[src/core/mode_regs_consts.svh]
// Constants for the mode register two and three logic of the DRAM device.
// Assumes it is included by bare name from files under core/.
`ifndef MODE_REGS_CONSTS_SVH
`define MODE_REGS_CONSTS_SVH

`define MR_WIDTH            18
`define MR2_RESET           18'h00000
`define MR3_RESET           18'h00000
`define MR2_CWL_MSB         5
`define MR2_CWL_LSB         3
`define MR2_AUTO_SR_BIT     6
`define MR2_FORCED_SR_BIT   7
`define MR2_WRTERM_MSB      10
`define MR2_WRTERM_LSB      9
`define MR3_CAL_EN_BIT      2
`define MR3_CAL_SEL_MSB     1
`define MR3_CAL_SEL_LSB     0
`define BA_MODE_TWO         3'h2
`define BA_MODE_THREE       3'h3
`define CAL_SEL_PATTERN     2'h0
`define CAL_PATTERN         8'hAA
`define BURST_FULL_BEATS    4'h8
`define BURST_CHOP_BEATS    4'h4
`define NIBBLE_OFFSET       3'h4
`define LAT_W               5
`define CWL_TABLE_DEFAULT   32'hCBA98765
`define ADDR_AUTOPRE_BIT    10
`define ADDR_BURST_LEN_BIT  12
`define ADDR_NIBBLE_BIT     2

`endif

[src/core/mode_regs_pkg.sv]
// Types shared by the mode register logic and its burst sequencer.
// Assumes mode_regs_consts.svh sits beside it.
`include "mode_regs_consts.svh"

package mode_regs_pkg;

  typedef enum logic [1:0] {
    TERM_OFF     = 2'h0,
    TERM_NOMINAL = 2'h1,
    TERM_WRITE   = 2'h2
  } term_mode_t;

  typedef enum logic [1:0] {
    SEQ_IDLE  = 2'h0,
    SEQ_WAIT  = 2'h1,
    SEQ_BURST = 2'h2
  } seq_state_t;

  typedef struct packed {
    seq_state_t              state;
    logic [`LAT_W-1:0]       cnt;
    logic [3:0]              beat;
    logic [3:0]              last;
  } seq_regs_t;

  typedef struct packed {
    logic                    ck_s1;
    logic                    ck_s2;
    logic                    ck_s3;
    logic [3:0]              cmd_s1;
    logic [3:0]              cmd_s2;
    logic [2:0]              ba_s1;
    logic [2:0]              ba_s2;
    logic [`MR_WIDTH-1:0]    addr_s1;
    logic [`MR_WIDTH-1:0]    addr_s2;
    logic                    odt_s1;
    logic                    odt_s2;
    logic                    hot_s1;
    logic                    hot_s2;
    logic [`MR_WIDTH-1:0]    mr2;
    logic [`MR_WIDTH-1:0]    mr3;
    logic [`LAT_W-1:0]       wl;
    logic [`LAT_W-1:0]       rl;
    logic                    start_rd;
    logic                    start_wr;
    logic                    chop_rd;
    logic                    chop_wr;
    logic                    nibble_hi;
    logic                    rd_req;
    logic                    wr_req;
    logic                    autopre;
    logic                    sr_double;
    term_mode_t              term;
    logic [2:0]              term_code;
    logic [7:0]              dq;
    logic                    dq_oe_n;
  } top_regs_t;

endpackage

[src/core/burst_if.sv]
// Carries one burst request and its progress between the mode logic and a sequencer.
// Assumes both ends run on ref_clk.
`timescale 1ns/1ps
`default_nettype none
`include "mode_regs_consts.svh"

interface burst_if;
  import mode_regs_pkg::*;
  logic                start;
  logic [`LAT_W-1:0]   latency;
  logic                chop;
  logic                ck_rise;
  logic                ck_fall;
  logic                active;
  logic [3:0]          beat;

  modport ctrl (output start, output latency, output chop, output ck_rise,
                output ck_fall, input active, input beat);
  modport seq  (input start, input latency, input chop, input ck_rise,
                input ck_fall, output active, output beat);
endinterface

`default_nettype wire

[src/core/burst_sequencer.sv]
// Waits a latency in DRAM clock cycles, then steps through one burst, a beat per edge.
// Assumes the edge strobes come from a synchronised DRAM clock on ref_clk.
`timescale 1ns/1ps
`default_nettype none
`include "mode_regs_consts.svh"

module burst_sequencer
  import mode_regs_pkg::*;
(
  input  wire logic  ref_clk,
  input  wire logic  resetn,
  burst_if.seq       bus
);

  seq_regs_t r_reg;
  seq_regs_t r_next;

  // A new start restarts the sequence; a start during the previous wait or burst drops what is left of it.
  always_comb begin
    r_next = r_reg;
    unique case (r_reg.state)
      SEQ_IDLE: begin
      end
      SEQ_WAIT: begin
        if (bus.ck_rise) begin
          if (r_next.cnt <= `LAT_W'(1)) begin
            r_next.state = SEQ_BURST;
            r_next.beat  = 4'h0;
          end else begin
            r_next.cnt = r_reg.cnt - `LAT_W'(1);
          end
        end
      end
      SEQ_BURST: begin
        if (bus.ck_rise || bus.ck_fall) begin
          if (r_reg.beat == r_reg.last) begin
            r_next.state = SEQ_IDLE;
          end else begin
            r_next.beat = r_reg.beat + 4'h1;
          end
        end
      end
      default: r_next.state = SEQ_IDLE;
    endcase
    if (bus.start) begin
      r_next.state = SEQ_WAIT;
      r_next.cnt   = bus.latency;
      r_next.beat  = 4'h0;
      r_next.last  = bus.chop ? (`BURST_CHOP_BEATS - 4'h1) : (`BURST_FULL_BEATS - 4'h1);
    end
  end

  always_ff @(posedge ref_clk or negedge resetn) begin
    if (!resetn) begin
      r_reg <= '{state: SEQ_IDLE, cnt: '0, beat: 4'h0, last: 4'h0};
    end else begin
      r_reg <= r_next;
    end
  end

  assign bus.active = (r_reg.state == SEQ_BURST);
  assign bus.beat   = r_reg.beat;

endmodule // burst_sequencer

`default_nettype wire

[src/core/mode_regs_two_three.sv]
// Mode registers two and three of the DRAM: write latency, self-refresh rate,
// write-time termination and calibration readout.
// Assumes the DRAM clock and command pins are asynchronous to ref_clk and far slower.
`timescale 1ns/1ps
`default_nettype none
`include "mode_regs_consts.svh"

////////////////////////////////////////////////////////////////////////////////
// Operation
// - Mode register set to register two stores it until rewritten or reset.
// - Register two bits 5 to 3 hold the write CAS latency.
// - Total write latency is write CAS latency plus posted additive latency.
// - Register two bit 6 doubles self-refresh rate when the case runs hot.
// - With both rate bits clear, self-refresh runs at single rate.
// - Register two bit 7 forces double self-refresh rate always.
// - Register two bits 10 and 9 select write termination; nonzero enables it.
// - Write termination replaces nominal during each write burst, then restores.
// - Nominal and write termination are independent; nominal off means high impedance.
// - No write termination while write leveling is active.
// - Register three bit 2 redirects reads to calibration data chosen by bits 1:0.
// - Selector 00 picks the fixed pattern; selector ignored when readout off.
// - In readout mode every read is redirected, repeatable without limit.
// - Reset acts normally even during calibration readout.
// - Bank address 010 selects register two, 011 register three.
// - Pattern alternates from zero: eight beats full burst, four when chopped.
module mode_regs_two_three
  import mode_regs_pkg::*;
#(
  parameter logic [31:0] CWL_TABLE = `CWL_TABLE_DEFAULT
)
(
  input  wire logic                    ref_clk,
  input  wire logic                    resetn,
  input  wire logic                    ck_pin,
  input  wire logic                    cs_n_pin,
  input  wire logic                    ras_n_pin,
  input  wire logic                    cas_n_pin,
  input  wire logic                    we_n_pin,
  input  wire logic [2:0]              ba_pin,
  input  wire logic [`MR_WIDTH-1:0]    addr_pin,
  input  wire logic                    odt_pin,
  input  wire logic                    case_hot_pin,
  input  wire logic [`LAT_W-1:0]       posted_additive_latency,
  input  wire logic [`LAT_W-1:0]       read_cas_latency,
  input  wire logic [2:0]              nominal_termination_code,
  input  wire logic                    write_leveling_en,
  input  wire logic                    self_refresh_active,
  output logic [`MR_WIDTH-1:0]         mode_reg_two,
  output logic [`MR_WIDTH-1:0]         mode_reg_three,
  output logic [`LAT_W-1:0]            total_write_latency,
  output logic                         selfrefresh_rate_double,
  output term_mode_t                   term_mode,
  output logic [2:0]                   term_value_code,
  output logic                         calibration_readout_en,
  output logic                         array_read_req,
  output logic                         array_write_req,
  output logic                         array_autoprecharge,
  output logic [7:0]                   dq_out,
  output logic                         dq_oe_n
);

  ////////////////////////////////////////////////////////////////////////////////
  // Burst sequencers for read data and for write termination timing.

  burst_if rd_bus ();
  burst_if wr_bus ();

  top_regs_t r_reg;
  top_regs_t r_next;

  logic ck_rise;
  logic ck_fall;

  // Edges are taken between the second and third flops, never from the first.
  assign ck_rise = r_reg.ck_s2 & ~r_reg.ck_s3;
  assign ck_fall = ~r_reg.ck_s2 & r_reg.ck_s3;

  assign rd_bus.start   = r_reg.start_rd;
  assign rd_bus.latency = r_reg.rl;
  assign rd_bus.chop    = r_reg.chop_rd;
  assign rd_bus.ck_rise = ck_rise;
  assign rd_bus.ck_fall = ck_fall;
  assign wr_bus.start   = r_reg.start_wr;
  assign wr_bus.latency = r_reg.wl;
  assign wr_bus.chop    = r_reg.chop_wr;
  assign wr_bus.ck_rise = ck_rise;
  assign wr_bus.ck_fall = ck_fall;

  burst_sequencer u_read_seq (
    .ref_clk (ref_clk),
    .resetn  (resetn),
    .bus     (rd_bus.seq)
  );

  burst_sequencer u_write_seq (
    .ref_clk (ref_clk),
    .resetn  (resetn),
    .bus     (wr_bus.seq)
  );

  ////////////////////////////////////////////////////////////////////////////////
  // Field views of the stored registers.

  logic [2:0] cwl_code;
  logic       auto_selfrefresh_rate;
  logic       forced_selfrefresh_rate;
  logic [1:0] write_time_termination;
  logic       cal_en;
  logic [1:0] cal_sel;
  logic [3:0] cwl_cycles;
  logic       is_mode_set;
  logic       is_read;
  logic       is_write;
  logic       write_term_on;
  logic       nominal_term_on;
  logic [7:0] cal_pattern;
  logic [2:0] pat_idx;

  assign cwl_code                = r_reg.mr2[`MR2_CWL_MSB:`MR2_CWL_LSB];
  assign auto_selfrefresh_rate   = r_reg.mr2[`MR2_AUTO_SR_BIT];
  assign forced_selfrefresh_rate = r_reg.mr2[`MR2_FORCED_SR_BIT];
  assign write_time_termination  = r_reg.mr2[`MR2_WRTERM_MSB:`MR2_WRTERM_LSB];
  assign cal_en                  = r_reg.mr3[`MR3_CAL_EN_BIT];
  assign cal_sel                 = r_reg.mr3[`MR3_CAL_SEL_MSB:`MR3_CAL_SEL_LSB];

  // Held in a net, since a literal cannot be indexed.
  assign cal_pattern = `CAL_PATTERN;
  assign pat_idx     = 3'(rd_bus.beat) +
                       (r_reg.nibble_hi ? `NIBBLE_OFFSET : 3'h0);

  assign write_term_on   = wr_bus.active && (write_time_termination != 2'h0) &&
                           !write_leveling_en;
  assign nominal_term_on = r_reg.odt_s2 && (nominal_termination_code != 3'h0) &&
                           !rd_bus.active;

  // The code-to-cycles map is a parameter because the encoding varies by speed grade.
  assign cwl_cycles = CWL_TABLE[{cwl_code, 2'b00} +: 4];

  // Command pins packed as {cs_n, ras_n, cas_n, we_n}.
  assign is_mode_set = ck_rise && (r_reg.cmd_s2 == 4'h0);
  assign is_read     = ck_rise && (r_reg.cmd_s2 == 4'h5);
  assign is_write    = ck_rise && (r_reg.cmd_s2 == 4'h4);

  ////////////////////////////////////////////////////////////////////////////////
  // Next-state logic.

  always_comb begin
    r_next = r_reg;

    r_next.ck_s1   = ck_pin;
    r_next.ck_s2   = r_reg.ck_s1;
    r_next.ck_s3   = r_reg.ck_s2;
    r_next.cmd_s1  = {cs_n_pin, ras_n_pin, cas_n_pin, we_n_pin};
    r_next.cmd_s2  = r_reg.cmd_s1;
    r_next.ba_s1   = ba_pin;
    r_next.ba_s2   = r_reg.ba_s1;
    r_next.addr_s1 = addr_pin;
    r_next.addr_s2 = r_reg.addr_s1;
    r_next.odt_s1  = odt_pin;
    r_next.odt_s2  = r_reg.odt_s1;
    r_next.hot_s1  = case_hot_pin;
    r_next.hot_s2  = r_reg.hot_s1;

    r_next.start_rd = 1'b0;
    r_next.start_wr = 1'b0;
    r_next.rd_req   = 1'b0;
    r_next.wr_req   = 1'b0;

    // Reserved bits are stored as written; keeping them zero is the controller's part.
    if (is_mode_set) begin
      if (r_reg.ba_s2 == `BA_MODE_TWO) begin
        r_next.mr2 = r_reg.addr_s2;
      end else if (r_reg.ba_s2 == `BA_MODE_THREE) begin
        r_next.mr3 = r_reg.addr_s2;
      end
    end

    r_next.wl = `LAT_W'(posted_additive_latency + {1'b0, cwl_cycles});
    r_next.rl = `LAT_W'(posted_additive_latency + read_cas_latency);

    // Low on the burst length bit selects a chopped burst of four beats.
    if (is_read) begin
      if (cal_en) begin
        r_next.start_rd  = 1'b1;
        r_next.chop_rd   = ~r_reg.addr_s2[`ADDR_BURST_LEN_BIT];
        r_next.nibble_hi = r_reg.addr_s2[`ADDR_NIBBLE_BIT];
      end else begin
        r_next.rd_req  = 1'b1;
        r_next.autopre = r_reg.addr_s2[`ADDR_AUTOPRE_BIT];
      end
    end

    // Writes during readout mode are not passed to the array.
    if (is_write) begin
      r_next.start_wr = 1'b1;
      r_next.chop_wr  = ~r_reg.addr_s2[`ADDR_BURST_LEN_BIT];
      r_next.wr_req   = ~cal_en;
      r_next.autopre  = r_reg.addr_s2[`ADDR_AUTOPRE_BIT];
    end

    // The hot input trips early, so the automatic rate may rise a little below 85 degrees.
    r_next.sr_double = self_refresh_active &&
                       (forced_selfrefresh_rate ||
                        (auto_selfrefresh_rate && r_reg.hot_s2));

    if (write_term_on) begin
      r_next.term      = TERM_WRITE;
      r_next.term_code = {1'b0, write_time_termination};
    end else if (nominal_term_on) begin
      r_next.term      = TERM_NOMINAL;
      r_next.term_code = nominal_termination_code;
    end else begin
      r_next.term      = TERM_OFF;
      r_next.term_code = 3'h0;
    end

    // Reserved selector values drive zeros rather than stale data.
    if (rd_bus.active) begin
      r_next.dq_oe_n = 1'b0;
      if (cal_sel == `CAL_SEL_PATTERN) begin
        r_next.dq = {8{cal_pattern[pat_idx]}};
      end else begin
        r_next.dq = 8'h00;
      end
    end else begin
      r_next.dq_oe_n = 1'b1;
      r_next.dq      = 8'h00;
    end
  end

  ////////////////////////////////////////////////////////////////////////////////
  // State register; reset clears readout mode like everything else.

  always_ff @(posedge ref_clk or negedge resetn) begin
    if (!resetn) begin
      r_reg <= '{
        ck_s1: 1'b0,
        ck_s2: 1'b0,
        ck_s3: 1'b0,
        cmd_s1: 4'hF,
        cmd_s2: 4'hF,
        ba_s1: 3'h0,
        ba_s2: 3'h0,
        addr_s1: '0,
        addr_s2: '0,
        odt_s1: 1'b0,
        odt_s2: 1'b0,
        hot_s1: 1'b0,
        hot_s2: 1'b0,
        mr2: `MR2_RESET,
        mr3: `MR3_RESET,
        wl: '0,
        rl: '0,
        start_rd: 1'b0,
        start_wr: 1'b0,
        chop_rd: 1'b0,
        chop_wr: 1'b0,
        nibble_hi: 1'b0,
        rd_req: 1'b0,
        wr_req: 1'b0,
        autopre: 1'b0,
        sr_double: 1'b0,
        term: TERM_OFF,
        term_code: 3'h0,
        dq: 8'h00,
        dq_oe_n: 1'b1
      };
    end else begin
      r_reg <= r_next;
    end
  end

  ////////////////////////////////////////////////////////////////////////////////
  // Outputs, all straight from the state register.

  assign mode_reg_two            = r_reg.mr2;
  assign mode_reg_three          = r_reg.mr3;
  assign total_write_latency     = r_reg.wl;
  assign selfrefresh_rate_double = r_reg.sr_double;
  assign term_mode               = r_reg.term;
  assign term_value_code         = r_reg.term_code;
  assign calibration_readout_en  = r_reg.mr3[`MR3_CAL_EN_BIT];
  assign array_read_req          = r_reg.rd_req;
  assign array_write_req         = r_reg.wr_req;
  assign array_autoprecharge     = r_reg.autopre;
  assign dq_out                  = r_reg.dq;
  assign dq_oe_n                 = r_reg.dq_oe_n;

endmodule // mode_regs_two_three

`default_nettype wire

[config.mk]
export PLATFORM = sky130hd
export DESIGN_NAME = mode_regs_two_three
export DESIGN_NICKNAME = d
export VERILOG_FILES = /design/src/core/mode_regs_pkg.sv /design/src/core/burst_if.sv /design/src/core/burst_sequencer.sv /design/src/core/mode_regs_two_three.sv
export VERILOG_INCLUDE_DIRS = /design/src /design/src/core
export SDC_FILE = /design/constraint.sdc
export NUM_CORES = 1
export LEC_CHECK = 0
export BUFFER_PORTS_ARGS = -buffer_cell sky130_fd_sc_hd__buf_4
export CORE_UTILIZATION = 40
export DETAILED_ROUTE_END_ITERATION = 6
export GPL_ROUTABILITY_DRIVEN = 0
export PLACE_DENSITY_LB_ADDON = 0.25
export SYNTH_ARGS = -nofsm -noshare
export SYNTH_HDL_FRONTEND = slang
export SYNTH_SLANG_ARGS = --single-unit
export TNS_END_PERCENT = 30
[constraint.sdc]
create_clock -name ref_clk -period 4.7 [get_ports ref_clk]
set_clock_uncertainty 0.15 [all_clocks]
set_input_delay 0.235 -clock ref_clk [delete_from_list [all_inputs] [get_ports ref_clk]]
set_output_delay 0.235 -clock ref_clk [all_outputs]
set_load 0.05 [all_outputs]
== Yosys cells after proc, flatten, opt, wreduce, memory -nomap -nowiden ==
Memories as Yosys holds them, arrays and structs flattened.
Index checks and enable logic that the tools add are counted.

* Memories: 1
* Bits in read-only memories: 8
* Word-level logic and storage cells: 158
* Output and inout port bits: 60
* Register bits after elaboration: 156
* Input bits: 45

* Add/subtract/negate cells: 7
* Reduce and logical (&&, ||, !) cells: 36
* Mux-type cells: 40
* Eq/ne operators: 25
* Bitwise logic cells: 7
* Order comparisons: 3
* Shift operators: 1

{| class="wikitable"
|+ Memories
! name !! words !! width !! read ports !! clocked after Yosys merged registers in !! wr ports !! line !! source
|-
| (name not given) || 8 || 1 || 1 || 0 || 0 || mode_regs_two_three.sv:221 || <nowiki>r_next.dq = {8{cal_pattern[pat_idx]}};</nowiki>
|}

{| class="wikitable"
|+ Operators with widths
! operator !! count
|-
| $shiftx A32 B6 Y4 const A || 1
|-
| $mux W15 || 2
|-
| $mux W4 || 7
|-
| $mux W5 || 5
|-
| $mux W11 || 2
|-
| $reduce_and A5 Y1 || 4
|-
| $pmux W4 S2 || 2
|-
| $mux W2 || 7
|-
| $ne A3 B1 Y1 const B || 4
|-
| $ne A3 B3 Y1 const B || 4
|-
| $pmux W2 S3 || 2
|-
| $reduce_bool A2 Y1 || 6
|-
| $le A5 B1 Y1 const B || 2
|-
| $sub A5 B1 Y5 const B || 2
|-
| $logic_and A1 B1 Y1 || 9
|-
| $mux W3 || 3
|-
| $mux W9 || 1
|-
| $reduce_and A3 Y1 || 3
|-
| $reduce_bool A3 Y1 || 3
|-
| $add A4 B1 Y4 const B || 2
|-
| $eq A4 B3 Y1 const B || 2
|-
| $eq A4 B4 Y1 || 2
|-
| $mux W1 || 8
|-
| $mux W8 || 1
|-
| other kinds (17) || 35
|}

== Depth between registers and ports, before layout ==
* Word-level depth: 6
* Mapped depth: 8
* Mapped depth without buffers: 7

== Cells and area by module ==
From an unflattened synthesis, not the netlist that was laid out.

* Cells, all modules: 453
* Area, all modules: 5,980.7 um2

{| class="wikitable"
|+ Modules (own cells, without submodules)
! module !! area each (um2) !! seq. area each (um2) !! times used !! cells an instance
|-
| mode_regs_two_three || 4,426.7 || 2,964.1 || 1 || 281
|-
| burst_sequencer || 777.0 || 325.3 || 2 || 86
|}

== Worst setup path before layout ==
No wires, ideal clock.

* Path type: flip-flop to flip-flop
* From: register r_reg[123] (netlist bit)
* To: register r_reg (netlist bit mode_reg_three[10])
* Period minus slack after synthesis: 2.261 ns
* Data required time: 4.425 ns
* Cell stages (with the launch flop): 9
* Arrival time: 1.986 ns
* Buffers on the path: 2
* Path slack: 2.439 ns
* Setup time: 0.125 ns
* Cell sequence: dfrtp_1 > inv_1 > ha_1 > nor3b_4 > nand2b_2 > or4_4 > buf_6 > buf_8 > mux2_4

* Cells in the longest elaborated chain, start to end: 4

{| class="wikitable"
|+ RTL lines
! item !! line !! source
|-
| start, declared || mode_regs_two_three.sv:68 || <nowiki>top_regs_t r_reg;</nowiki>
|-
| start signal, assigned || mode_regs_two_three.sv:236 || <nowiki>r_reg <= '{</nowiki>
|-
| start signal, assigned || mode_regs_two_three.sv:269 || <nowiki>r_reg <= r_next;</nowiki>
|-
| $not A1 Y1 || mode_regs_two_three.sv:75 || <nowiki>assign ck_rise = r_reg.ck_s2 & ~r_reg.ck_s3;</nowiki>
|-
| $and A1 B1 Y1 || mode_regs_two_three.sv:75 ||
|-
| $logic_and A1 B1 Y1 || mode_regs_two_three.sv:140 || <nowiki>assign is_mode_set = ck_rise && (r_reg.cmd_s2 == 4'h0);</nowiki>
|-
| $reduce_and A3 Y1 (no line) || n/a ||
|}

Every way passes these cells.
A chain may end at the register's enable or synchronous reset.

== Worst setup path in the final report ==
* From: register r_reg[123] (netlist bit)
* To: register r_reg (netlist bit mode_reg_three[8])

The elaborated chain is that of the path after synthesis.

==> metrics.cfg <==
[timing]
layout_min_cycle_time_ns = 2.37
slew_headroom_pct = 34.7
hold_viol = 0
setup_violations = 0
tightest_slew_ns = 0.979
max_freq_ghz = 0.422
min_period_over_period_pct = 50.4
setup_slack_ns = 2.33
drv_slew = 0
rsz0062_at_grt = false
tns_ns = 0

[worst_setup_path]
start_kind = register
r2r_slack_ns = 2.33
cp_num_buf_inv = 1
worstReg2RegStart = r_reg[123]$_DFF_PN0_
cpPeakStageDelay_ns = 0.68
worst_path_max_delay_cell = or4_4
cp-endpoint = mode_reg_three[8]$_DFFE_PN0P_
path_class = reg2reg
path_cells = inv_1 > ha_1 > nor3b_4 > nand2b_2 > or4_4 > mux2_4
cp-end-kind = register
cp.arrival_ns = 2.51
critical_path.top_delay_family = simple AND/OR/NAND/NOR gates
r2r_end = mode_reg_three[8]$_DFFE_PN0P_
cp_data_required_time_ns = 4.84
path_max_fanout = 18
crit_cells = 6
critical_path.startpoint = r_reg[123]$_DFF_PN0_
rr_worst_depth = 6

[routing]
viasPerCell = 4.67
drtIter0Drc = 160
wl_per_cell_um = 14.2
first_pass_iters = 4
drtAntennaViolNets = 0
vias = 3377
routed_wl_mm = 10.3
drc = 0

[place]
dp_slack_ns = 2.33
io_buffers = 104
dp.cells = 650
dpl_cell_area_um2 = 6420
hpwlAfterDp_mm = 6.83

[synthesis]
avgSynthCellArea_um2 = 13.8
synth_ff_type = dfrtp_1
syn-num-nets = 488
synth.cell_area_um2 = 5850
synth_cells = 424
ys_types = 46
ys_warn_count = 0
seq_area_frac_synth_pct = 61.8
async_flop_share_pct = 100
synth_edf_count = 0
ys_ff_latch = 144

[outcome]
status = finished clean

[cts]
cts_buffer_depth = 2
cts_root_buffer = clkbuf_16
htree_levels = 4
cts_sinks = 144
cts_tree = yes
cts_resized = 0
numCtsBuffers = 17
clkTransAtPathRegs_ns = 0.06
clk_latency_ns = 0.41

[die]
io_pins = 105
core_area_um2 = 14100
die_w_um = 123
start_util_pct = 41.5
die_height_um = 123
num_rows = 43
die_area_um2 = 15100

[power]
peakVddDrop_uv = 225
leakagePower_nw = 3.64
swShare_pct = 25.2
p_per_area_nw_per_um2 = 414
intPower_mw = 2.29
seq_power_share_pct = 45.7
clkPwrFrac_pct = 41.1
p_switching_uw = 774
comb_power_share_pct = 13.2

[grt]
grt_overflow = 0
grt_pass1_vias = 3478
grt_pass1_wl_mm = 17.0
grt_max_degree = 113
grt_use_total_pct = 15.0
antenna_found_initial = 0

[finish]
fin_nets = 594
final_cell_mix = 135 x dfrtp_1, 105 x buf_4, 41 x dlygate4sd3_1
fin_area_um2 = 7400
fill_cells = 1183
area_growth_pct = 26.6
largest_reg_flops = 29
insertedDiodeCount = 0
final_common_cell = dfrtp_1
layout-drive-gt1-share_pct = 35.9
stdcell_count = 723
utilization_pct = 52.5

[hold_path]
hp-class = in2reg

[job]
maxCapViolCount = 0

layer usage:
metal	GRT usage (%)	up-vias	wire length, µm
li1	-	1617	-
met1	19.3	1664	4580
met3	4.43	13	494
met5	0	-	0
met4	6.40	0	153
met2	23.6	83	5030
Yosys cell counts (2+ instances only):
| cell | instances | area share [%] |
|---|---|---|
| a21oi_1 | 13 | 1.1 |
| xnor2_1 | 12 | 1.8 |
| or2_2 | 5 | 0.53 |
| a22o_1 | 3 | 0.45 |
| nand2_1 | 12 | 0.77 |
| a211oi_1 | 4 | 0.51 |
| xor2_1 | 5 | 0.75 |
| nand3b_1 | 7 | 0.90 |
| mux2_2 | 31 | 6.0 |
| mux2i_1 | 4 | 0.68 |
| and2_1 | 2 | 0.21 |
| o21bai_1 | 2 | 0.26 |
| a2111oi_0 | 2 | 0.30 |
| nand2b_1 | 5 | 0.53 |
| nor4b_1 | 6 | 0.90 |
| o21ai_0 | 12 | 1.0 |
| a211o_1 | 2 | 0.30 |
| fa_1 | 2 | 0.68 |
| dfstp_2 | 9 | 4.0 |
| or3_1 | 3 | 0.32 |
| clkbuf_1 | 3 | 0.19 |
| nor3_1 | 2 | 0.17 |
| and3_1 | 5 | 0.53 |
| o211ai_1 | 2 | 0.26 |
| nand3_1 | 8 | 0.68 |
| ha_1 | 17 | 3.6 |
| buf_4 | 55 | 7.1 |
| inv_1 | 16 | 1.0 |
| nor2_1 | 10 | 0.64 |
| mux2_4 | 10 | 2.6 |
| a21o_1 | 6 | 0.77 |
| dfrtp_1 | 135 | 58 |
worst min-delay path: cells and delay by family:
family | cells | cell delay, ns
simple gates | 1 | 0.07
compound gates | 1 | 0.10
buf+inv | 2 | 0.12
layout make-up:
type                    count  area [µm²]  area share, %
flip-flops and latches    144        3610           48.8
multi-input cells         204        1720           23.3
repair buffers            147        1210           16.3
clock buffers              23         488           6.59
well taps                 180         225           3.04
clock inverters             9        82.6           1.12
inverters                  16        60.1          0.811
cell families after synthesis:
group / count (synthesis) / share of synthesized area, %
DFF: 144 / 61.8
adders and majority gates: 19 / 4.32
buffers and inverters: 76 / 8.73
and+or+nand+nor: 72 / 7.57
muxes: 45 / 9.22
AOI/OAI and AO/OA: 51 / 5.80
xor gates and xnor gates: 17 / 2.55
what timing repair did:
action | in CTS | in global routing
hold buffers | 41 | 0
setup buffers | 0 | 0
hold endpoints to repair | 141 | 0
worst min path at each step:
| stage | to | startpoint | slack (ns) | cells past startpoint |
|---|---|---|---|---|
| after floorplan | array_autoprecharge$_DFFE_PN0P_ | resetn | -0.21 | 0 |
| after CTS | term_mode[1]$_DFF_PN0_ | write_leveling_en | 0.007 | 4 |
| after global placement | r_reg[77]$_DFF_PN0_ | r_next[77]$_DFF_PN0_ | 0.18 | 0 |
| final | term_mode[1]$_DFF_PN0_ | write_leveling_en | 0.02 | 4 |
| after detailed placement | r_next[123]$_DFF_PN0_ | r_next[124]$_DFF_PN0_ | 0.18 | 0 |
| after global routing | term_mode[1]$_DFF_PN0_ | write_leveling_en | 0.03 | 4 |
metrics by stage:
step / power (mW) / hold WS, ns
floorplan: 1.68 / -0.211
CTS: 3.11 / 0.00666
finish: 3.07 / 0.0169
global placement: 1.79 / 0.182
detailed placement: 1.80 / 0.185
global route: 3.20 / 0.0309
power by group through the flow:
stage          logic, mW  clock network (mW)  registers (mW)
6_report           0.406                1.26            1.40
5_1_grt            0.445                1.35            1.41
4_1_cts            0.410                1.29            1.40
3_5_place_dp       0.380                   0            1.42
3_3_place_gp       0.371                   0            1.42
2_1_floorplan      0.270                   0            1.41
No activity file was read; power rests on OpenSTA's default activity.
